## config.mk

```make
export PLATFORM = sky130hd
export DESIGN_NAME = mpp_ports
export DESIGN_NICKNAME = d
export VERILOG_FILES = /design/src/shared/mpp_pkg.sv /design/src/hw/mpp_sync.sv /design/src/hw/mpp_edge_det.sv /design/src/hw/mpp_ports.sv
export VERILOG_INCLUDE_DIRS = /design/src /design/src/shared
export SDC_FILE = /design/constraint.sdc
export NUM_CORES = 1
export LEC_CHECK = 0
export BUFFER_PORTS_ARGS = -buffer_cell sky130_fd_sc_hd__buf_2
export CORE_ASPECT_RATIO = 1.5
export CORE_MARGIN = 3
export CORE_UTILIZATION = 45
export CTS_CLUSTER_DIAMETER = 50
export DETAILED_ROUTE_END_ITERATION = 8
export PLACE_DENSITY = 0.75
export SETUP_SLACK_MARGIN = 0.05
export SLEW_MARGIN = 20
export SYNTH_ARGS = -nofsm -noshare
export SYNTH_HDL_FRONTEND = slang
export SYNTH_SLANG_ARGS = --single-unit
export TNS_END_PERCENT = 10
```

## constraint.sdc

```tcl
create_clock -name ref_clk_in -period 1.9 [get_ports ref_clk_in]
set_clock_uncertainty 0.15 [all_clocks]
set_input_delay 0.095 -clock ref_clk_in [delete_from_list [all_inputs] [get_ports ref_clk_in]]
set_output_delay 0.095 -clock ref_clk_in [all_outputs]
set_load 0.05 [all_outputs]
```

## src/shared/mpp_regs.svh

```systemverilog
// Summary of operation
// - Port C: four pins, per-pin direction register
// - Port C: per-pin pull-up while input
// - Port C control mode routes timer/interrupt functions
// - External interrupts: rising, falling or both edges
// - Open-drain port: per-pin direction, fixed pull-up
// - Six input-only pins, alternately analog inputs
// - Port G: three pins, one pull-up bit
// - Optional port H: two pins, one pull-up
// - Optional port I: eight pins, one pull-up
`ifndef MPP_REGS_SVH
`define MPP_REGS_SVH

`define MPP_ADDR_W        5
`define MPP_DATA_W        8

`define MPP_OFF_PC_DATA   5'h00
`define MPP_OFF_PC_DIR    5'h01
`define MPP_OFF_PC_PU     5'h02
`define MPP_OFF_PC_ALT    5'h03
`define MPP_OFF_OD_DATA   5'h04
`define MPP_OFF_OD_DIR    5'h05
`define MPP_OFF_IN_DATA   5'h06
`define MPP_OFF_IN_ALT    5'h07
`define MPP_OFF_PG_DATA   5'h08
`define MPP_OFF_PG_DIR    5'h09
`define MPP_OFF_PG_PU     5'h0A
`define MPP_OFF_PH_DATA   5'h0B
`define MPP_OFF_PH_DIR    5'h0C
`define MPP_OFF_PH_PU     5'h0D
`define MPP_OFF_PI_DATA   5'h0E
`define MPP_OFF_PI_DIR    5'h0F
`define MPP_OFF_PI_PU     5'h10
`define MPP_OFF_EDGE_SEL  5'h11
`define MPP_OFF_IRQ_STAT  5'h12
`define MPP_OFF_IRQ_MASK  5'h13

// Field positions
`define MPP_PU_ALL_BIT    0
`define MPP_ALT_CAPT_BIT  0
`define MPP_ALT_TCLK_BIT  1

// Reset values: direction 1 = input, so after reset all pins float except open-drain pins whose OD_PULLUP bit is set
`define MPP_DIR_RST       8'hFF
`define MPP_LATCH_RST     8'h00
`define MPP_PU_RST        8'h00
`define MPP_ALT_RST       8'h00
`define MPP_EDGE_RST      8'h00
`define MPP_MASK_RST      8'h00

`endif

```

## src/shared/mpp_pkg.sv

```systemverilog
`default_nettype none
package mpp_pkg;
  typedef enum logic [1:0] {
    mpp_edge_rise = 2'b00,
    mpp_edge_fall = 2'b01,
    mpp_edge_both = 2'b10,
    mpp_edge_off  = 2'b11
  } mpp_edge_t;
endpackage : mpp_pkg
`default_nettype wire

```

## src/hw/mpp_sync.sv

```systemverilog
`default_nettype none
module mpp_sync #(
  parameter int W = 1
) (
  // Clock and reset
  input  wire logic         ref_clk_in,
  input  wire logic         rst_in,
  // Data
  input  wire logic [W-1:0] async_in,
  output logic      [W-1:0] sync_out
);
  logic [W-1:0] stage1_r;
  logic [W-1:0] stage1_nxt;
  logic [W-1:0] stage2_r;
  logic [W-1:0] stage2_nxt;

  always_comb begin
    stage1_nxt = async_in;
    stage2_nxt = stage1_r;
  end

  always_ff @(posedge ref_clk_in) begin
    if (rst_in) begin
      stage1_r <= '0;
      stage2_r <= '0;
    end else begin
      stage1_r <= stage1_nxt;
      stage2_r <= stage2_nxt;
    end
  end

  assign sync_out = stage2_r;
endmodule : mpp_sync
`default_nettype wire

```

## src/hw/mpp_edge_det.sv

```systemverilog
`default_nettype none
module mpp_edge_det
  import mpp_pkg::*;
#(
  parameter int N = 4
) (
  // Clock and reset
  input  wire logic           ref_clk_in,
  input  wire logic           rst_in,
  // Synchronised pins and per-input setup
  input  wire logic [N-1:0]   level_in,
  input  wire logic [N-1:0]   enable_in,
  input  wire logic [2*N-1:0] edge_sel_in,
  // One-cycle event per input
  output logic      [N-1:0]   event_out
);
  logic [N-1:0] prev_r;
  logic [N-1:0] prev_nxt;

  always_comb begin
    prev_nxt = level_in;
  end

  always_ff @(posedge ref_clk_in) begin
    if (rst_in) begin
      prev_r <= '0;
    end else begin
      prev_r <= prev_nxt;
    end
  end

  genvar gi;
  generate
    for (gi = 0; gi < N; gi++) begin : g_edge
      logic      rise;
      logic      fall;
      mpp_edge_t mode;
      assign mode = mpp_edge_t'(edge_sel_in[2*gi +: 2]);
      assign rise = level_in[gi] & ~prev_r[gi];
      assign fall = ~level_in[gi] & prev_r[gi];
      always_comb begin
        case (mode)
          mpp_edge_rise: event_out[gi] = enable_in[gi] & rise;
          mpp_edge_fall: event_out[gi] = enable_in[gi] & fall;
          mpp_edge_both: event_out[gi] = enable_in[gi] & (rise | fall);
          default:       event_out[gi] = 1'b0;
        endcase
      end
    end
  endgenerate
endmodule : mpp_edge_det
`default_nettype wire

```

## src/hw/mpp_ports.sv

```systemverilog
// Design decisions made here: the register addresses and strobed register access.
`include "mpp_regs.svh"
`default_nettype none
module mpp_ports
  import mpp_pkg::*;
#(
  parameter bit         HAS_PORT_H = 1'b1,
  parameter bit         HAS_PORT_I = 1'b1,
  parameter logic [3:0] OD_PULLUP  = 4'h0
) (
  // Clock and reset
  input  wire logic                   ref_clk_in,
  input  wire logic                   rst_in,
  // Register port
  input  wire logic [`MPP_ADDR_W-1:0] reg_addr_in,
  input  wire logic [`MPP_DATA_W-1:0] reg_wdata_in,
  input  wire logic                   reg_wr_in,
  input  wire logic                   reg_rd_in,
  output logic      [`MPP_DATA_W-1:0] reg_rdata_out,
  output logic                        irq_out,
  // Port C
  input  wire logic [3:0]             port_c_pins_in,
  output logic      [3:0]             port_c_pins_out,
  output logic      [3:0]             port_c_pins_oe_out,
  output logic      [3:0]             port_c_pullup_out,
  // Open-drain port
  input  wire logic [3:0]             open_drain_pins_in,
  output logic      [3:0]             open_drain_pins_out,
  output logic      [3:0]             open_drain_pins_oe_out,
  output logic      [3:0]             open_drain_pullup_out,
  // Input-only port
  input  wire logic [5:0]             input_only_pins_in,
  output logic      [5:0]             analog_inputs_sel_out,
  // Port G
  input  wire logic [2:0]             port_g_pins_in,
  output logic      [2:0]             port_g_pins_out,
  output logic      [2:0]             port_g_pins_oe_out,
  output logic      [2:0]             port_g_pullup_out,
  // Port H
  input  wire logic [1:0]             port_h_pins_in,
  output logic      [1:0]             port_h_pins_out,
  output logic      [1:0]             port_h_pins_oe_out,
  output logic      [1:0]             port_h_pullup_out,
  // Port I
  input  wire logic [7:0]             port_i_pins_in,
  output logic      [7:0]             port_i_pins_out,
  output logic      [7:0]             port_i_pins_oe_out,
  output logic      [7:0]             port_i_pullup_out,
  // Timer and interrupt functions
  input  wire logic                   timer_a_out_in,
  input  wire logic                   timer_b_out0_in,
  input  wire logic                   timer_b_out1_in,
  output logic                        capture_edge_out,
  output logic                        timer_b_ext_clock_out,
  output logic      [3:0]             ext_irq_inputs_req_out
);
  localparam logic [1:0] PH_MASK = HAS_PORT_H ? 2'h3 : 2'h0;
  localparam logic [7:0] PI_MASK = HAS_PORT_I ? 8'hFF : 8'h00;

  // Register state
  logic [3:0] pc_lat_r, pc_lat_nxt, pc_dir_r, pc_dir_nxt;
  logic [3:0] pc_pu_r, pc_pu_nxt, pc_alt_r, pc_alt_nxt;
  logic [3:0] od_lat_r, od_lat_nxt, od_dir_r, od_dir_nxt;
  logic [5:0] in_alt_r, in_alt_nxt;
  logic [2:0] pg_lat_r, pg_lat_nxt, pg_dir_r, pg_dir_nxt;
  logic       pg_pu_r, pg_pu_nxt;
  logic [1:0] ph_lat_r, ph_lat_nxt, ph_dir_r, ph_dir_nxt;
  logic       ph_pu_r, ph_pu_nxt;
  logic [7:0] pi_lat_r, pi_lat_nxt, pi_dir_r, pi_dir_nxt;
  logic       pi_pu_r, pi_pu_nxt;
  logic [7:0] edge_sel_r, edge_sel_nxt;
  logic [3:0] irq_st_r, irq_st_nxt, irq_mask_r, irq_mask_nxt;
  logic [7:0] rdata_r, rdata_nxt;

  // Output state
  logic [3:0] pc_out_r, pc_out_nxt, pc_oe_r, pc_oe_nxt, pc_pull_r, pc_pull_nxt;
  logic [3:0] od_oe_r, od_oe_nxt;
  logic [2:0] pg_out_r, pg_oe_r, pg_pull_r, pg_out_nxt, pg_oe_nxt, pg_pull_nxt;
  logic [1:0] ph_out_r, ph_oe_r, ph_pull_r, ph_out_nxt, ph_oe_nxt, ph_pull_nxt;
  logic [7:0] pi_out_r, pi_oe_r, pi_pull_r, pi_out_nxt, pi_oe_nxt, pi_pull_nxt;
  logic       capt_r, capt_nxt, tclk_r, tclk_nxt, irq_r, irq_nxt;
  logic [3:0] ext_req_r, ext_req_nxt;

  // Synchronised pins
  logic [26:0] pins_sync;
  logic [3:0]  pc_s, od_s;
  logic [5:0]  in_s;
  logic [2:0]  pg_s;
  logic [1:0]  ph_s;
  logic [7:0]  pi_s;
  logic [3:0]  ext_evt;
  logic [3:0]  ext_en;
  logic        wr_hit_st;

  mpp_sync #(
    .W (27)
  ) u_sync (
    .ref_clk_in (ref_clk_in),
    .rst_in     (rst_in),
    .async_in   ({port_i_pins_in, port_h_pins_in, port_g_pins_in,
                  input_only_pins_in, open_drain_pins_in, port_c_pins_in}),
    .sync_out   (pins_sync)
  );

  assign {pi_s, ph_s, pg_s, in_s, od_s, pc_s} = pins_sync;

  // Interrupt inputs only listen in control mode with the pin as input
  assign ext_en = pc_alt_r & pc_dir_r;

  mpp_edge_det #(
    .N (4)
  ) u_edge (
    .ref_clk_in  (ref_clk_in),
    .rst_in      (rst_in),
    .level_in    (pc_s),
    .enable_in   (ext_en),
    .edge_sel_in (edge_sel_r),
    .event_out   (ext_evt)
  );

  // Register writes, interrupt status and read-back
  always_comb begin
    pc_lat_nxt   = pc_lat_r;
    pc_dir_nxt   = pc_dir_r;
    pc_pu_nxt    = pc_pu_r;
    pc_alt_nxt   = pc_alt_r;
    od_lat_nxt   = od_lat_r;
    od_dir_nxt   = od_dir_r;
    in_alt_nxt   = in_alt_r;
    pg_lat_nxt   = pg_lat_r;
    pg_dir_nxt   = pg_dir_r;
    pg_pu_nxt    = pg_pu_r;
    ph_lat_nxt   = ph_lat_r;
    ph_dir_nxt   = ph_dir_r;
    ph_pu_nxt    = ph_pu_r;
    pi_lat_nxt   = pi_lat_r;
    pi_dir_nxt   = pi_dir_r;
    pi_pu_nxt    = pi_pu_r;
    edge_sel_nxt = edge_sel_r;
    irq_mask_nxt = irq_mask_r;
    wr_hit_st    = 1'b0;
    if (reg_wr_in) begin
      case (reg_addr_in)
        `MPP_OFF_PC_DATA:  pc_lat_nxt = reg_wdata_in[3:0];
        `MPP_OFF_PC_DIR:   pc_dir_nxt = reg_wdata_in[3:0];
        `MPP_OFF_PC_PU:    pc_pu_nxt = reg_wdata_in[3:0];
        `MPP_OFF_PC_ALT:   pc_alt_nxt = reg_wdata_in[3:0];
        `MPP_OFF_OD_DATA:  od_lat_nxt = reg_wdata_in[3:0];
        `MPP_OFF_OD_DIR:   od_dir_nxt = reg_wdata_in[3:0];
        `MPP_OFF_IN_ALT:   in_alt_nxt = reg_wdata_in[5:0];
        `MPP_OFF_PG_DATA:  pg_lat_nxt = reg_wdata_in[2:0];
        `MPP_OFF_PG_DIR:   pg_dir_nxt = reg_wdata_in[2:0];
        `MPP_OFF_PG_PU:    pg_pu_nxt = reg_wdata_in[`MPP_PU_ALL_BIT];
        `MPP_OFF_PH_DATA:  ph_lat_nxt = reg_wdata_in[1:0] & PH_MASK;
        `MPP_OFF_PH_DIR:   ph_dir_nxt = reg_wdata_in[1:0] | ~PH_MASK;
        `MPP_OFF_PH_PU:    ph_pu_nxt = reg_wdata_in[`MPP_PU_ALL_BIT] & HAS_PORT_H;
        `MPP_OFF_PI_DATA:  pi_lat_nxt = reg_wdata_in & PI_MASK;
        `MPP_OFF_PI_DIR:   pi_dir_nxt = reg_wdata_in | ~PI_MASK;
        `MPP_OFF_PI_PU:    pi_pu_nxt = reg_wdata_in[`MPP_PU_ALL_BIT] & HAS_PORT_I;
        `MPP_OFF_EDGE_SEL: edge_sel_nxt = reg_wdata_in;
        `MPP_OFF_IRQ_STAT: wr_hit_st = 1'b1;
        `MPP_OFF_IRQ_MASK: irq_mask_nxt = reg_wdata_in[3:0];
        default:           wr_hit_st = 1'b0;
      endcase
    end
    // Set wins over a write-one clear in the same cycle
    irq_st_nxt = (irq_st_r & ~(wr_hit_st ? reg_wdata_in[3:0] : 4'h0)) | ext_evt;
    irq_nxt    = |(irq_st_nxt & irq_mask_nxt);

    rdata_nxt = 8'h00;
    if (reg_rd_in) begin
      case (reg_addr_in)
        `MPP_OFF_PC_DATA:  rdata_nxt = {4'h0, (pc_s & pc_dir_r) | (pc_lat_r & ~pc_dir_r)};
        `MPP_OFF_PC_DIR:   rdata_nxt = {4'h0, pc_dir_r};
        `MPP_OFF_PC_PU:    rdata_nxt = {4'h0, pc_pu_r};
        `MPP_OFF_PC_ALT:   rdata_nxt = {4'h0, pc_alt_r};
        `MPP_OFF_OD_DATA:  rdata_nxt = {4'h0, (od_s & od_dir_r) | (od_lat_r & ~od_dir_r)};
        `MPP_OFF_OD_DIR:   rdata_nxt = {4'h0, od_dir_r};
        // Pins given to the converter read as zero
        `MPP_OFF_IN_DATA:  rdata_nxt = {2'h0, in_s & ~in_alt_r};
        `MPP_OFF_IN_ALT:   rdata_nxt = {2'h0, in_alt_r};
        `MPP_OFF_PG_DATA:  rdata_nxt = {5'h00, (pg_s & pg_dir_r) | (pg_lat_r & ~pg_dir_r)};
        `MPP_OFF_PG_DIR:   rdata_nxt = {5'h00, pg_dir_r};
        `MPP_OFF_PG_PU:    rdata_nxt = {7'h00, pg_pu_r};
        `MPP_OFF_PH_DATA:  rdata_nxt = {6'h00, PH_MASK & ((ph_s & ph_dir_r) | (ph_lat_r & ~ph_dir_r))};
        `MPP_OFF_PH_DIR:   rdata_nxt = {6'h00, ph_dir_r & PH_MASK};
        `MPP_OFF_PH_PU:    rdata_nxt = {7'h00, ph_pu_r};
        `MPP_OFF_PI_DATA:  rdata_nxt = PI_MASK & ((pi_s & pi_dir_r) | (pi_lat_r & ~pi_dir_r));
        `MPP_OFF_PI_DIR:   rdata_nxt = pi_dir_r & PI_MASK;
        `MPP_OFF_PI_PU:    rdata_nxt = {7'h00, pi_pu_r};
        `MPP_OFF_EDGE_SEL: rdata_nxt = edge_sel_r;
        `MPP_OFF_IRQ_STAT: rdata_nxt = {4'h0, irq_st_r};
        `MPP_OFF_IRQ_MASK: rdata_nxt = {4'h0, irq_mask_r};
        default:           rdata_nxt = 8'h00;
      endcase
    end
  end

  always_ff @(posedge ref_clk_in) begin
    if (rst_in) begin
      pc_lat_r   <= 4'h0;
      pc_dir_r   <= 4'hF;
      pc_pu_r    <= 4'h0;
      pc_alt_r   <= 4'h0;
      od_lat_r   <= 4'h0;
      od_dir_r   <= 4'hF;
      in_alt_r   <= 6'h00;
      pg_lat_r   <= 3'h0;
      pg_dir_r   <= 3'h7;
      pg_pu_r    <= 1'b0;
      ph_lat_r   <= 2'h0;
      ph_dir_r   <= 2'h3;
      ph_pu_r    <= 1'b0;
      pi_lat_r   <= `MPP_LATCH_RST;
      pi_dir_r   <= `MPP_DIR_RST;
      pi_pu_r    <= 1'b0;
      edge_sel_r <= `MPP_EDGE_RST;
      irq_st_r   <= 4'h0;
      irq_mask_r <= 4'h0;
      irq_r      <= 1'b0;
      rdata_r    <= 8'h00;
    end else begin
      pc_lat_r   <= pc_lat_nxt;
      pc_dir_r   <= pc_dir_nxt;
      pc_pu_r    <= pc_pu_nxt;
      pc_alt_r   <= pc_alt_nxt;
      od_lat_r   <= od_lat_nxt;
      od_dir_r   <= od_dir_nxt;
      in_alt_r   <= in_alt_nxt;
      pg_lat_r   <= pg_lat_nxt;
      pg_dir_r   <= pg_dir_nxt;
      pg_pu_r    <= pg_pu_nxt;
      ph_lat_r   <= ph_lat_nxt;
      ph_dir_r   <= ph_dir_nxt;
      ph_pu_r    <= ph_pu_nxt;
      pi_lat_r   <= pi_lat_nxt;
      pi_dir_r   <= pi_dir_nxt;
      pi_pu_r    <= pi_pu_nxt;
      edge_sel_r <= edge_sel_nxt;
      irq_st_r   <= irq_st_nxt;
      irq_mask_r <= irq_mask_nxt;
      irq_r      <= irq_nxt;
      rdata_r    <= rdata_nxt;
    end
  end

  // Pin drive, pull-ups and peripheral hand-off
  always_comb begin
    // Control mode swaps latch for timer outputs on pins 1 to 3; pin 0 keeps its latch
    pc_out_nxt    = pc_lat_r;
    pc_out_nxt[1] = pc_alt_r[1] ? timer_a_out_in  : pc_lat_r[1];
    pc_out_nxt[2] = pc_alt_r[2] ? timer_b_out0_in : pc_lat_r[2];
    pc_out_nxt[3] = pc_alt_r[3] ? timer_b_out1_in : pc_lat_r[3];
    pc_oe_nxt     = ~pc_dir_r;
    // Pull-up only while the pin is not driven by latch or timer
    pc_pull_nxt   = pc_pu_r & pc_dir_r;
    od_oe_nxt     = ~od_dir_r & ~od_lat_r;
    pg_out_nxt    = pg_lat_r;
    pg_oe_nxt     = ~pg_dir_r;
    pg_pull_nxt   = {3{pg_pu_r}} & pg_dir_r;
    ph_out_nxt    = ph_lat_r & PH_MASK;
    ph_oe_nxt     = ~ph_dir_r & PH_MASK;
    ph_pull_nxt   = {2{ph_pu_r}} & ph_dir_r & PH_MASK;
    pi_out_nxt    = pi_lat_r & PI_MASK;
    pi_oe_nxt     = ~pi_dir_r & PI_MASK;
    pi_pull_nxt   = {8{pi_pu_r}} & pi_dir_r & PI_MASK;
    capt_nxt      = pc_s[`MPP_ALT_CAPT_BIT] & ext_en[`MPP_ALT_CAPT_BIT];
    tclk_nxt      = pc_s[`MPP_ALT_TCLK_BIT] & ext_en[`MPP_ALT_TCLK_BIT];
    ext_req_nxt   = ext_evt;
  end

  always_ff @(posedge ref_clk_in) begin
    if (rst_in) begin
      pc_out_r  <= 4'h0;
      pc_oe_r   <= 4'h0;
      pc_pull_r <= 4'h0;
      od_oe_r   <= 4'h0;
      pg_out_r  <= 3'h0;
      pg_oe_r   <= 3'h0;
      pg_pull_r <= 3'h0;
      ph_out_r  <= 2'h0;
      ph_oe_r   <= 2'h0;
      ph_pull_r <= 2'h0;
      pi_out_r  <= 8'h00;
      pi_oe_r   <= 8'h00;
      pi_pull_r <= 8'h00;
      capt_r    <= 1'b0;
      tclk_r    <= 1'b0;
      ext_req_r <= 4'h0;
    end else begin
      pc_out_r  <= pc_out_nxt;
      pc_oe_r   <= pc_oe_nxt;
      pc_pull_r <= pc_pull_nxt;
      od_oe_r   <= od_oe_nxt;
      pg_out_r  <= pg_out_nxt;
      pg_oe_r   <= pg_oe_nxt;
      pg_pull_r <= pg_pull_nxt;
      ph_out_r  <= ph_out_nxt;
      ph_oe_r   <= ph_oe_nxt;
      ph_pull_r <= ph_pull_nxt;
      pi_out_r  <= pi_out_nxt;
      pi_oe_r   <= pi_oe_nxt;
      pi_pull_r <= pi_pull_nxt;
      capt_r    <= capt_nxt;
      tclk_r    <= tclk_nxt;
      ext_req_r <= ext_req_nxt;
    end
  end

  // Open-drain pins only ever pull low; fixed pull-up is a build option
  logic [3:0] od_fixed_pu_r;
  always_ff @(posedge ref_clk_in) begin
    if (rst_in) begin
      od_fixed_pu_r <= 4'h0;
    end else begin
      od_fixed_pu_r <= OD_PULLUP;
    end
  end

  assign reg_rdata_out          = rdata_r;
  assign irq_out                = irq_r;
  assign port_c_pins_out        = pc_out_r;
  assign port_c_pins_oe_out     = pc_oe_r;
  assign port_c_pullup_out      = pc_pull_r;
  assign open_drain_pins_out    = 4'h0;
  assign open_drain_pins_oe_out = od_oe_r;
  assign open_drain_pullup_out  = od_fixed_pu_r;
  assign analog_inputs_sel_out  = in_alt_r;
  assign port_g_pins_out        = pg_out_r;
  assign port_g_pins_oe_out     = pg_oe_r;
  assign port_g_pullup_out      = pg_pull_r;
  assign port_h_pins_out        = ph_out_r;
  assign port_h_pins_oe_out     = ph_oe_r;
  assign port_h_pullup_out      = ph_pull_r;
  assign port_i_pins_out        = pi_out_r;
  assign port_i_pins_oe_out     = pi_oe_r;
  assign port_i_pullup_out      = pi_pull_r;
  assign capture_edge_out       = capt_r;
  assign timer_b_ext_clock_out  = tclk_r;
  assign ext_irq_inputs_req_out = ext_req_r;
endmodule : mpp_ports
`default_nettype wire

```

==> impl_metrics.toml, run 1 <==
[pwr]
p_total_mw = 9.01
power_density_nw_per_um2 = 889
p_leak_nw = 4.44
ir_worst_vdd_v = 0.000693

[drt]
routedWlPerCell_um = 17.9
drc = 0
wl_um = 22400
vias = 6548
drt_iter0_markers = 418
drtAntennaViolNets = 0
via_per_inst = 5.24
first_pass_iters = 5

[die]
dieArea_um2 = 18600
io-pin-count = 131
die_h_um = 166
start_util = 0.465
rows = 57
core_area_um2 = 16400
die_x_um = 112

[outcome]
status = "complete, but fails checks"
violations = "setup timing"

[sta]
slew_headroom = 0.630
worst_pin_slew_ns = 0.554
finalCritPeriodShare = 1.00
grt_setup_unrepaired = "yes"
setup_ws_ns = -0.00197
whs_ns = 0.0278
setup_viol = 1
slew_violations = 0
fmax_mhz = 526
hold_viol_final = 0
timing.setup.tns_ns = -0.00197
fin_crit_ns = 1.90

[clock_network]
clkSinkCount = 203
clk_latency_ns = 0.49
cts-root-buf = "clkbuf_16"
cts_max_level = 1
numCtsBuffers = 19
clk_pin_slew_worst_paths_ns = 0.07
clockBufferDepth = 3
cts_tree = "yes"

[synth]
ys_ff_latch = 203
ys_types = 55
yosys_warnings = 0
synth-async-reset-ratio = 0
synth-main-ff-cell = "dfxtp_1"
seq_area_frac_synth = 0.532
synthCells = 815
synth_edf_count = 0
syn_area_um2 = 7630
syn_area_per_cell_um2 = 9.36

[worst_setup_path]
critical_path_arrival_ns = 2.12
crit_required_ns = 2.11
cp-start-kind = "flip-flop"
end_kind = "flip-flop"
critPathMaxFanout = 2
worst-setup-path-type = "flip-flop to flip-flop"
rrSetupSlack_ns = -0.002

[placement]
dp_cells = 1168
hpwl_um = 16100
port_buffers = 122
gp_congestion = 0.936

[finish]
multi_input_area_um2 = 3350
area_delta_synth_final_pct = 32.9
nets = 1098
register_area_um2 = 4080
drive_above_1_share = 0.267
final_cells = 1250
final.fill_count = 1386
antenna_cells = 0
fin_util = 0.618

[global_route]
grt_max_degree = 78
antenna_found_initial = 0
grt_pass1_wl_um = 34100
gr-usage-all-layers = 0.233
grt-ovfl-total = 0
first_global_vias = 6347

[job]
max_cap_viol_count = 0

[worst_hold_path]
min_path_type = "primary input to flip-flop"
registers in the layout (all words and copies together) (netlist names), 6 cells and up:
name / flops
pi_lat_r: 8
pi_dir_r: 8
u_sync.sync_out: 27
port_i_pullup_out: 8
edge_sel_r: 8
port_i_pins_oe_out: 8
reg_rdata_out: 8
analog_inputs_sel_out: 6
u_sync.stage1_r: 27
port_i_pins_out: 8
per-stage QoR:
| stage | cell area (um2) | setup WS [ns] |
|---|---|---|
| after CTS | 10000 | 0.0398 |
| after global placement | 8860 | 0.0187 |
| after global routing | 10100 | -0.0123 |
| after floorplan | 7660 | 0.0607 |
| final | 10100 | -0.00197 |
| after detailed placement | 8860 | -0.0580 |
cell families after synthesis:
family                     Yosys count  share of synthesized area
and+or+nand+nor                    336                      0.229
buffers and inverters               84                     0.0508
adders and majority gates           20                     0.0328
DFF                                203                      0.532
muxes                               31                     0.0415
AOI/OAI and AO/OA                  140                      0.113
other                                1                   0.000491
placed cells by master, fill, tap and decap left out, types with 4 or more instances in the layout:
| master | synthesis | layout |
|---|---|---|
| buf_4 | 9 | 73 |
| dfxtp_2 | 0 | 11 |
| o2111ai_1 | 5 | 5 |
| and3_1 | 7 | 7 |
| nor3_1 | 9 | 9 |
| buf_12 | 0 | 5 |
| conb_1 | 1 | 8 |
| dlygate4sd3_1 | 0 | 43 |
| inv_1 | 30 | 27 |
| buf_2 | 13 | 121 |
| ha_4 | 0 | 5 |
| dfxtp_1 | 203 | 192 |
| a21oi_1 | 60 | 55 |
| nand4_1 | 8 | 8 |
| o21ai_0 | 22 | 21 |
| o21ai_1 | 7 | 8 |
| nor2b_1 | 78 | 78 |
| clkinv_2 | 0 | 4 |
| nor3b_1 | 5 | 5 |
| and2_1 | 12 | 12 |
| a21oi_2 | 0 | 4 |
| o211ai_1 | 15 | 15 |
| o32ai_1 | 4 | 4 |
| clkbuf_16 | 0 | 19 |
| mux2i_1 | 26 | 26 |
| a221oi_2 | 0 | 4 |
| ha_1 | 20 | 15 |
| a31oi_1 | 7 | 7 |
| nand2_1 | 70 | 70 |
| nand3_1 | 34 | 34 |
| or4_4 | 0 | 4 |
| mux2_2 | 5 | 5 |
| nor2_1 | 82 | 82 |
routing by layer:
| metal | routed length (um) | global-route usage | up-vias |
|---|---|---|---|
| met2 | 11300 | 0.424 | 257 |
| met5 | 0 | 0 | - |
| li1 | - | - | 3184 |
| met3 | 1480 | 0.0306 | 60 |
| met4 | 1010 | 0.106 | 0 |
| met1 | 8600 | 0.271 | 3047 |
final timing paths:
| check | startpoint | cells past startpoint | to |
|---|---|---|---|
| hold reg to reg | u_sync.stage1_r[15]$_SDFF_PP0_ | 1 | u_sync.sync_out[15]$_SDFF_PP0_ |
| setup / recovery | u_sync.sync_out[1]$_SDFF_PP0_ | 7 | irq_out$_SDFF_PP0_ |
| hold / removal | reg_rd_in | 3 | reg_rdata_out[1]$_SDFF_PP0_ |
| setup reg to reg | u_sync.sync_out[1]$_SDFF_PP0_ | 7 | irq_out$_SDFF_PP0_ |
layout make-up:
cell class / instances / area share
flip-flops and latches: 203 / 0.402
inverters: 30 / 0.0111
clock inverters: 9 / 0.0126
repair buffers: 242 / 0.166
well taps: 206 / 0.0254
multi-input cells: 535 / 0.331
clock buffers: 25 / 0.0521
power by group:
| group | internal (mW) | leakage, nW | switching, mW |
|---|---|---|---|
| logic | 0.274 | 2.46 | 0.401 |
| clock network | 2.38 | 0.326 | 1.60 |
| registers | 4.33 | 1.65 | 0.0336 |
worst max-delay path, cell delays in order, from the launching register on:
cell and delay, ns:
dfxtp_2 0.33, inv_1 0.05, ha_1 0.26, inv_1 0.05, a221oi_2 0.27, or4_4 0.19
a21oi_4 0.05, o41a_1 0.42
cell usage after synthesis, types with 2 or more instances:
cell       number  share of area
dfxtp_1       203           0.53
nor2_1         82          0.040
nor2b_1        78          0.064
nand2_1        70          0.034
a21oi_1        60          0.039
nand3_1        34          0.022
inv_1          30          0.015
mux2i_1        26          0.034
clkbuf_1       25          0.012
o21ai_0        22          0.014
ha_1           20          0.033
o211ai_1       15          0.015
buf_2          13         0.0085
and2_1         12         0.0098
buf_4           9         0.0089
nor3_1          9         0.0059
nand4_1         8         0.0066
a31oi_1         7         0.0057
and3_1          7         0.0057
o21ai_1         7         0.0046
mux2_2          5         0.0074
nor3b_1         5         0.0049
o2111ai_1       5         0.0057
a221oi_1        4         0.0046
buf_1           4         0.0020
o32ai_1         4         0.0046
or4_1           4         0.0039
and4_1          3         0.0034
buf_6           3         0.0044
nand2b_1        3         0.0025
nand3b_1        3         0.0030
a2111oi_0       2         0.0023
a22o_1          2         0.0023
a22oi_1         2         0.0020
a32oi_1         2         0.0023
and2b_1         2         0.0020
nand4b_1        2         0.0023
nor3_2          2         0.0026
nor3_4          2         0.0043
nor4_1          2         0.0016
o31ai_1         2         0.0020
or3b_2          2         0.0023
repair_timing:
action	CTS	global route
gates resized for setup	21	16
setup endpoints to repair	5	9
pin swaps	10	14
setup buffers	1	4
hold buffers	43	0
endpoints found under the hold margin	117	0
Power figures use the tool's default switching activity.
==> inputs of run 2 (changes only) <==
==> constraint.sdc (replaced) <==
create_clock -name ref_clk_in -period 1.9 [get_ports ref_clk_in]
set_clock_uncertainty 0.15 [all_clocks]
set_input_delay 0.38 -clock ref_clk_in [delete_from_list [all_inputs] [get_ports ref_clk_in]]
set_output_delay 0.38 -clock ref_clk_in [all_outputs]
set_load 0.05 [all_outputs]
==> run 2 against run 1 <==
The flow now finishes without violations. Maximum frequency grew 2.2%. First-iteration DRC count grew 20%. Setup slack better by 0.040 ns. Core utilization is 1.4 points higher. Critical path type unchanged. Critical endpoint unchanged. Highest routed layer unchanged.
==> impl_metrics.toml, run 2 (synthesized netlist as in run 1, its figures left out) <==
[drt]
first_pass_iters = 5
wl_um = 22800
vias = 6699
drc = 0
via_per_inst = 5.26
drt_iter0_markers = 500
routedWlPerCell_um = 17.9
drtAntennaViolNets = 0

[die]
rows = 57
dieArea_um2 = 18600
core_area_um2 = 16400
io-pin-count = 131
die_x_um = 112
start_util = 0.465
die_h_um = 166

[clock_network]
cts_tree = "yes"
clk_pin_slew_worst_paths_ns = 0.07
numCtsBuffers = 20
cts-root-buf = "clkbuf_16"
cts_max_level = 1
clockBufferDepth = 3
clk_latency_ns = 0.49
clkSinkCount = 203

[pwr]
p_seq_frac = 0.463
p_sw_mw = 2.09
p_leak_nw = 4.58
intPower_mw = 7.35
p_comb_frac = 0.072
ir_worst_vdd_v = 0.000718
power_frac_clock = 0.465
power_density_nw_per_um2 = 910
power.share.switching = 0.221

[global_route]
first_global_vias = 6499
antenna_found_initial = 0
grt_pass1_wl_um = 34800
gr-usage-all-layers = 0.239
grt_max_degree = 56
grt-ovfl-total = 0

[sta]
hold_viol_final = 0
slew_headroom = 0.678
setup_ws_ns = 0.0383
grt_setup_unrepaired = "yes"
setup_viol = 0
slew_violations = 0
whs_ns = 0.0256
fin_crit_ns = 1.86
finalCritPeriodShare = 0.980
timing.setup.tns_ns = 0
worst_pin_slew_ns = 0.470
fmax_mhz = 537

[finish]
register_area_um2 = 4080
final_cell_mix = "dfxtp_1 (191), buf_2 (121), buf_4 (106), nor2_1 (81), nor2b_1 (78)"
drive_above_1_share = 0.302
final_common_cell = "dfxtp_1"
final.fill_count = 1376
antenna_cells = 0
final_cells = 1273
fin_area_um2 = 10400
nets = 1120
area_delta_synth_final_pct = 35.8
multi_input_area_um2 = 3370

[worst_hold_path]
min_path_type = "primary input to flip-flop"
hold-path-endpoint = "pi_dir_r[7]$_SDFFE_PP1P_"
min-delay-start = "reg_wdata_in[7]"
hold_depth = 3

[worst_setup_path]
worstReg2RegStart = "edge_sel_r[7]$_SDFFE_PP0P_"
rrSetupSlack_ns = 0.04
reg2reg_to = "irq_out$_SDFF_PP0_"
critPathMaxFanout = 3
worst-setup-path-type = "flip-flop to flip-flop"
crit_required_ns = 2.18
end_kind = "flip-flop"
cp-start-kind = "flip-flop"
rr_worst_depth = 6
critical_path_arrival_ns = 2.14

[placement]
dpl_cell_area_um2 = 9110
dp_cells = 1204
port_buffers = 122
hpwl_um = 16400
post-place-ws_ns = -0.229
gp_congestion = 0.971

[outcome]
status = "complete, no violations"

[job]
max_cap_viol_count = 0
==> run 2: cell count changes in the layout (fill, tap and decap cells not counted), sizes merged <==
cell / delta
buf: +34
bufinv: +1
clkbuf: +3
clkinv: -3
dlygate4sd3: -13
inv: +1
==> run 2: worst max-delay path: stages (launching register included) <==
cell and delay (ns):
dfxtp_4 0.37, buf_6 0.12, buf_4 0.13, ha_1 0.17, or4_4 0.57, a21oi_2 0.14
o41a_1 0.14
==> run 2: layer usage <==
| layer | track usage | up-vias | part of all wire |
|---|---|---|---|
| li1 | - | 3237 | - |
| met1 | 0.278 | 3106 | 0.38 |
| met2 | 0.433 | 283 | 0.51 |
| met3 | 0.0303 | 73 | 0.061 |
| met4 | 0.113 | 0 | 0.052 |
| met5 | 0 | - | 0 |
==> run 2: what timing repair did <==
item	CTS	global route
pin swaps	15	12
endpoints found under the hold margin	30	0
setup endpoints to repair	9	9
setup buffers	2	1
hold buffers	30	0
gates resized for setup	35	9
==> run 2: layout make-up <==
| class | instances | share of cell area |
|---|---|---|
| tap | 206 | 0.0249 |
| inverter | 30 | 0.0109 |
| timing repair buffer | 263 | 0.174 |
| clock buffer | 28 | 0.0571 |
| clock inverter | 8 | 0.0146 |
| sequential | 203 | 0.394 |
| multi-input combinational | 535 | 0.325 |
==> run 2: how the worst max path moves through the flow <==
stage                     depth (start not counted)  slack, ns            endpoint                          start
after global placement                            6      -0.20  irq_out$_SDFF_PP0_                 reg_addr_in[3]
after global routing                              7      -0.02  irq_out$_SDFF_PP0_  u_sync.sync_out[0]$_SDFF_PP0_
after CTS                                         7       0.05  irq_out$_SDFF_PP0_  u_sync.sync_out[3]$_SDFF_PP0_
final                                             6       0.04  irq_out$_SDFF_PP0_     edge_sel_r[7]$_SDFFE_PP0P_
after floorplan                                   6      -0.06  irq_out$_SDFF_PP0_                 reg_addr_in[3]
after detailed placement                          6      -0.23  irq_out$_SDFF_PP0_                 reg_addr_in[3]
==> run 2: power groups by stage <==
stage          Clock [mW]  Sequential, mW  Combinational, mW
3_5_place_dp            0            4.46              0.613
5_1_grt              4.62            4.37              0.732
3_3_place_gp            0            4.46              0.610
6_report             4.39            4.37              0.683
4_1_cts              4.45            4.37              0.669
2_1_floorplan           0            4.48              0.323
==> run 2: through the flow <==
step,power (mW),utilization
floorplan,4.80,-
global placement,5.07,0.556
detailed placement,5.07,0.556
CTS,9.48,0.629
global route,9.72,0.632
finish,9.44,0.632
==> inputs of run 3 (changes only) <==
--- a/config.mk
+++ b/config.mk
@@ -9,10 +9,10 @@
 export BUFFER_PORTS_ARGS = -buffer_cell sky130_fd_sc_hd__buf_2
 export CORE_ASPECT_RATIO = 1.5
 export CORE_MARGIN = 3
-export CORE_UTILIZATION = 45
+export CORE_UTILIZATION = 50
 export CTS_CLUSTER_DIAMETER = 50
 export DETAILED_ROUTE_END_ITERATION = 8
-export PLACE_DENSITY = 0.75
+export PLACE_DENSITY = 0.81
 export SETUP_SLACK_MARGIN = 0.05
 export SLEW_MARGIN = 20
 export SYNTH_ARGS = -nofsm -noshare
==> run 3 against run 2 <==
Maximum frequency down 0.43%. Via count is 2.6% higher. Hold slack worse by 0.0025 ns. Clock-buffer cell count decreased by 1. Register-to-register slack about the same. Global-route usage up 3.3 points. Core utilization is 6.8 points higher. Sequential cell count is the same. Clock power shrank 9.3%. Design area shrank 0.56%. Final cell count shrank 0.79%. Critical endpoint unchanged.
==> impl_metrics.toml, run 3 (synthesized netlist as in run 1, its figures left out) <==
[sta]
hold_viol_final = 0
whs_ns = 0.0231
slew_headroom = 0.665
finalCritPeriodShare = 0.984
setup_viol = 0
fin_crit_ns = 1.87
worst_pin_slew_ns = 0.502
fmax_mhz = 535
slew_violations = 0
grt_setup_unrepaired = "yes"

[global_route]
grt_max_degree = 92
grt-ovfl-total = 0
first_global_vias = 6698
gr-usage-all-layers = 0.272
antenna_found_initial = 0
grt_pass1_wl_um = 35300

[pwr]
power_frac_clock = 0.440
p_leak_nw = 4.55
power.share.switching = 0.224
intPower_mw = 7.01
p_total_mw = 9.04
p_seq_frac = 0.483
ir_worst_vdd_v = 0.000769
p_comb_frac = 0.077
power_density_nw_per_um2 = 877
p_sw_mw = 2.03

[clock_network]
cts_tree = "yes"
cts_max_level = 1
clk_latency_ns = 0.50
cts-root-buf = "clkbuf_16"
clkSinkCount = 203
clockBufferDepth = 3
clk_pin_slew_worst_paths_ns = 0.06
numCtsBuffers = 20

[outcome]
status = "complete, no violations"

[worst_setup_path]
cp-start-kind = "flip-flop"
critPathMaxFanout = 2
crit_required_ns = 2.12
rr_worst_depth = 7
critical_path_arrival_ns = 2.09
worst-setup-path-type = "flip-flop to flip-flop"
end_kind = "flip-flop"

[finish]
final_common_cell = "dfxtp_1"
fin_util = 0.700
drive_above_1_share = 0.303
final_cell_mix = "dfxtp_1 (190), buf_2 (121), buf_4 (109), nor2_1 (82), nor2b_1 (78)"
nets = 1123
area_delta_synth_final_pct = 35.1
antenna_cells = 0

[die]
start_util = 0.518
core_area_um2 = 14700
io-pin-count = 131
rows = 54
die_x_um = 107
die_h_um = 157
dieArea_um2 = 16800

[drt]
wl_um = 23400
first_pass_iters = 5
drt_iter0_markers = 495
routedWlPerCell_um = 18.5
drtAntennaViolNets = 0
vias = 6874
drc = 0
via_per_inst = 5.44

[placement]
hpwl_um = 16300
port_buffers = 122
gp_congestion = 0.979

[job]
max_cap_viol_count = 0

[worst_hold_path]
hold_depth = 3
min_path_type = "primary input to flip-flop"
[run 3: metal layers]
| metal | share of wire | track usage | vias up |
|---|---|---|---|
| li1 | - | - | 3225 |
| met4 | 0.060 | 0.152 | 0 |
| met5 | 0 | 0 | - |
| met1 | 0.36 | 0.305 | 3175 |
| met2 | 0.50 | 0.486 | 374 |
| met3 | 0.074 | 0.0439 | 100 |
[run 3: what timing repair did]
action | 4_1_cts | 5_1_grt
endpoints found under the hold margin | 32 | 0
hold buffers | 31 | 0
setup buffers | 2 | 4
pin swaps | 15 | 12
setup endpoints to repair | 9 | 6
gates resized for setup | 36 | 13
[run 3: final timing paths]
check | start | to | slack [ns]
setup / recovery | u_sync.sync_out[0]$_SDFF_PP0_ | irq_out$_SDFF_PP0_ | 0.03
hold / removal | reg_wdata_in[6] | pi_dir_r[6]$_SDFFE_PP1P_ | 0.02
setup reg to reg | u_sync.sync_out[0]$_SDFF_PP0_ | irq_out$_SDFF_PP0_ | 0.03
hold reg to reg | u_sync.stage1_r[13]$_SDFF_PP0_ | u_sync.sync_out[13]$_SDFF_PP0_ | 0.28
[run 3: through the flow]
stage	cells	cell area (um2)	setup TNS [ns]	setup slack, ns
after detailed placement	1193	9070	-1.82	-0.228
after global placement	1193	9070	-1.20	-0.197
final	1263	10300	0	0.0302
after CTS	1259	10200	0	0.0409
after global routing	1263	10300	0	0.00862
after floorplan	822	7660	-0.0641	-0.0641
[run 3: layout make-up]
type                       count  area, um2
fill                        1135       4420
sequential                   203       4090
multi-input combinational    535       3380
timing repair buffer         266       1820
clock buffer                  27        578
tap                          196        245
inverter                      30        115
clock inverter                 6       86.3
[run 3: power groups by stage]
stage / logic (mW) / registers [mW] / clock network (mW)
finish: 0.694 / 4.37 / 3.98
global route: 0.740 / 4.37 / 4.20
CTS: 0.665 / 4.37 / 4.04
detailed placement: 0.605 / 4.46 / 0
global placement: 0.600 / 4.46 / 0
floorplan: 0.323 / 4.48 / 0
[run 3: critical path: stages (launching register included)]
cell	delay, ns
dfxtp_2	0.36
inv_2	0.06
ha_4	0.25
inv_1	0.05
a221oi_2	0.24
or4_4	0.17
a21oi_2	0.05
o41a_1	0.43
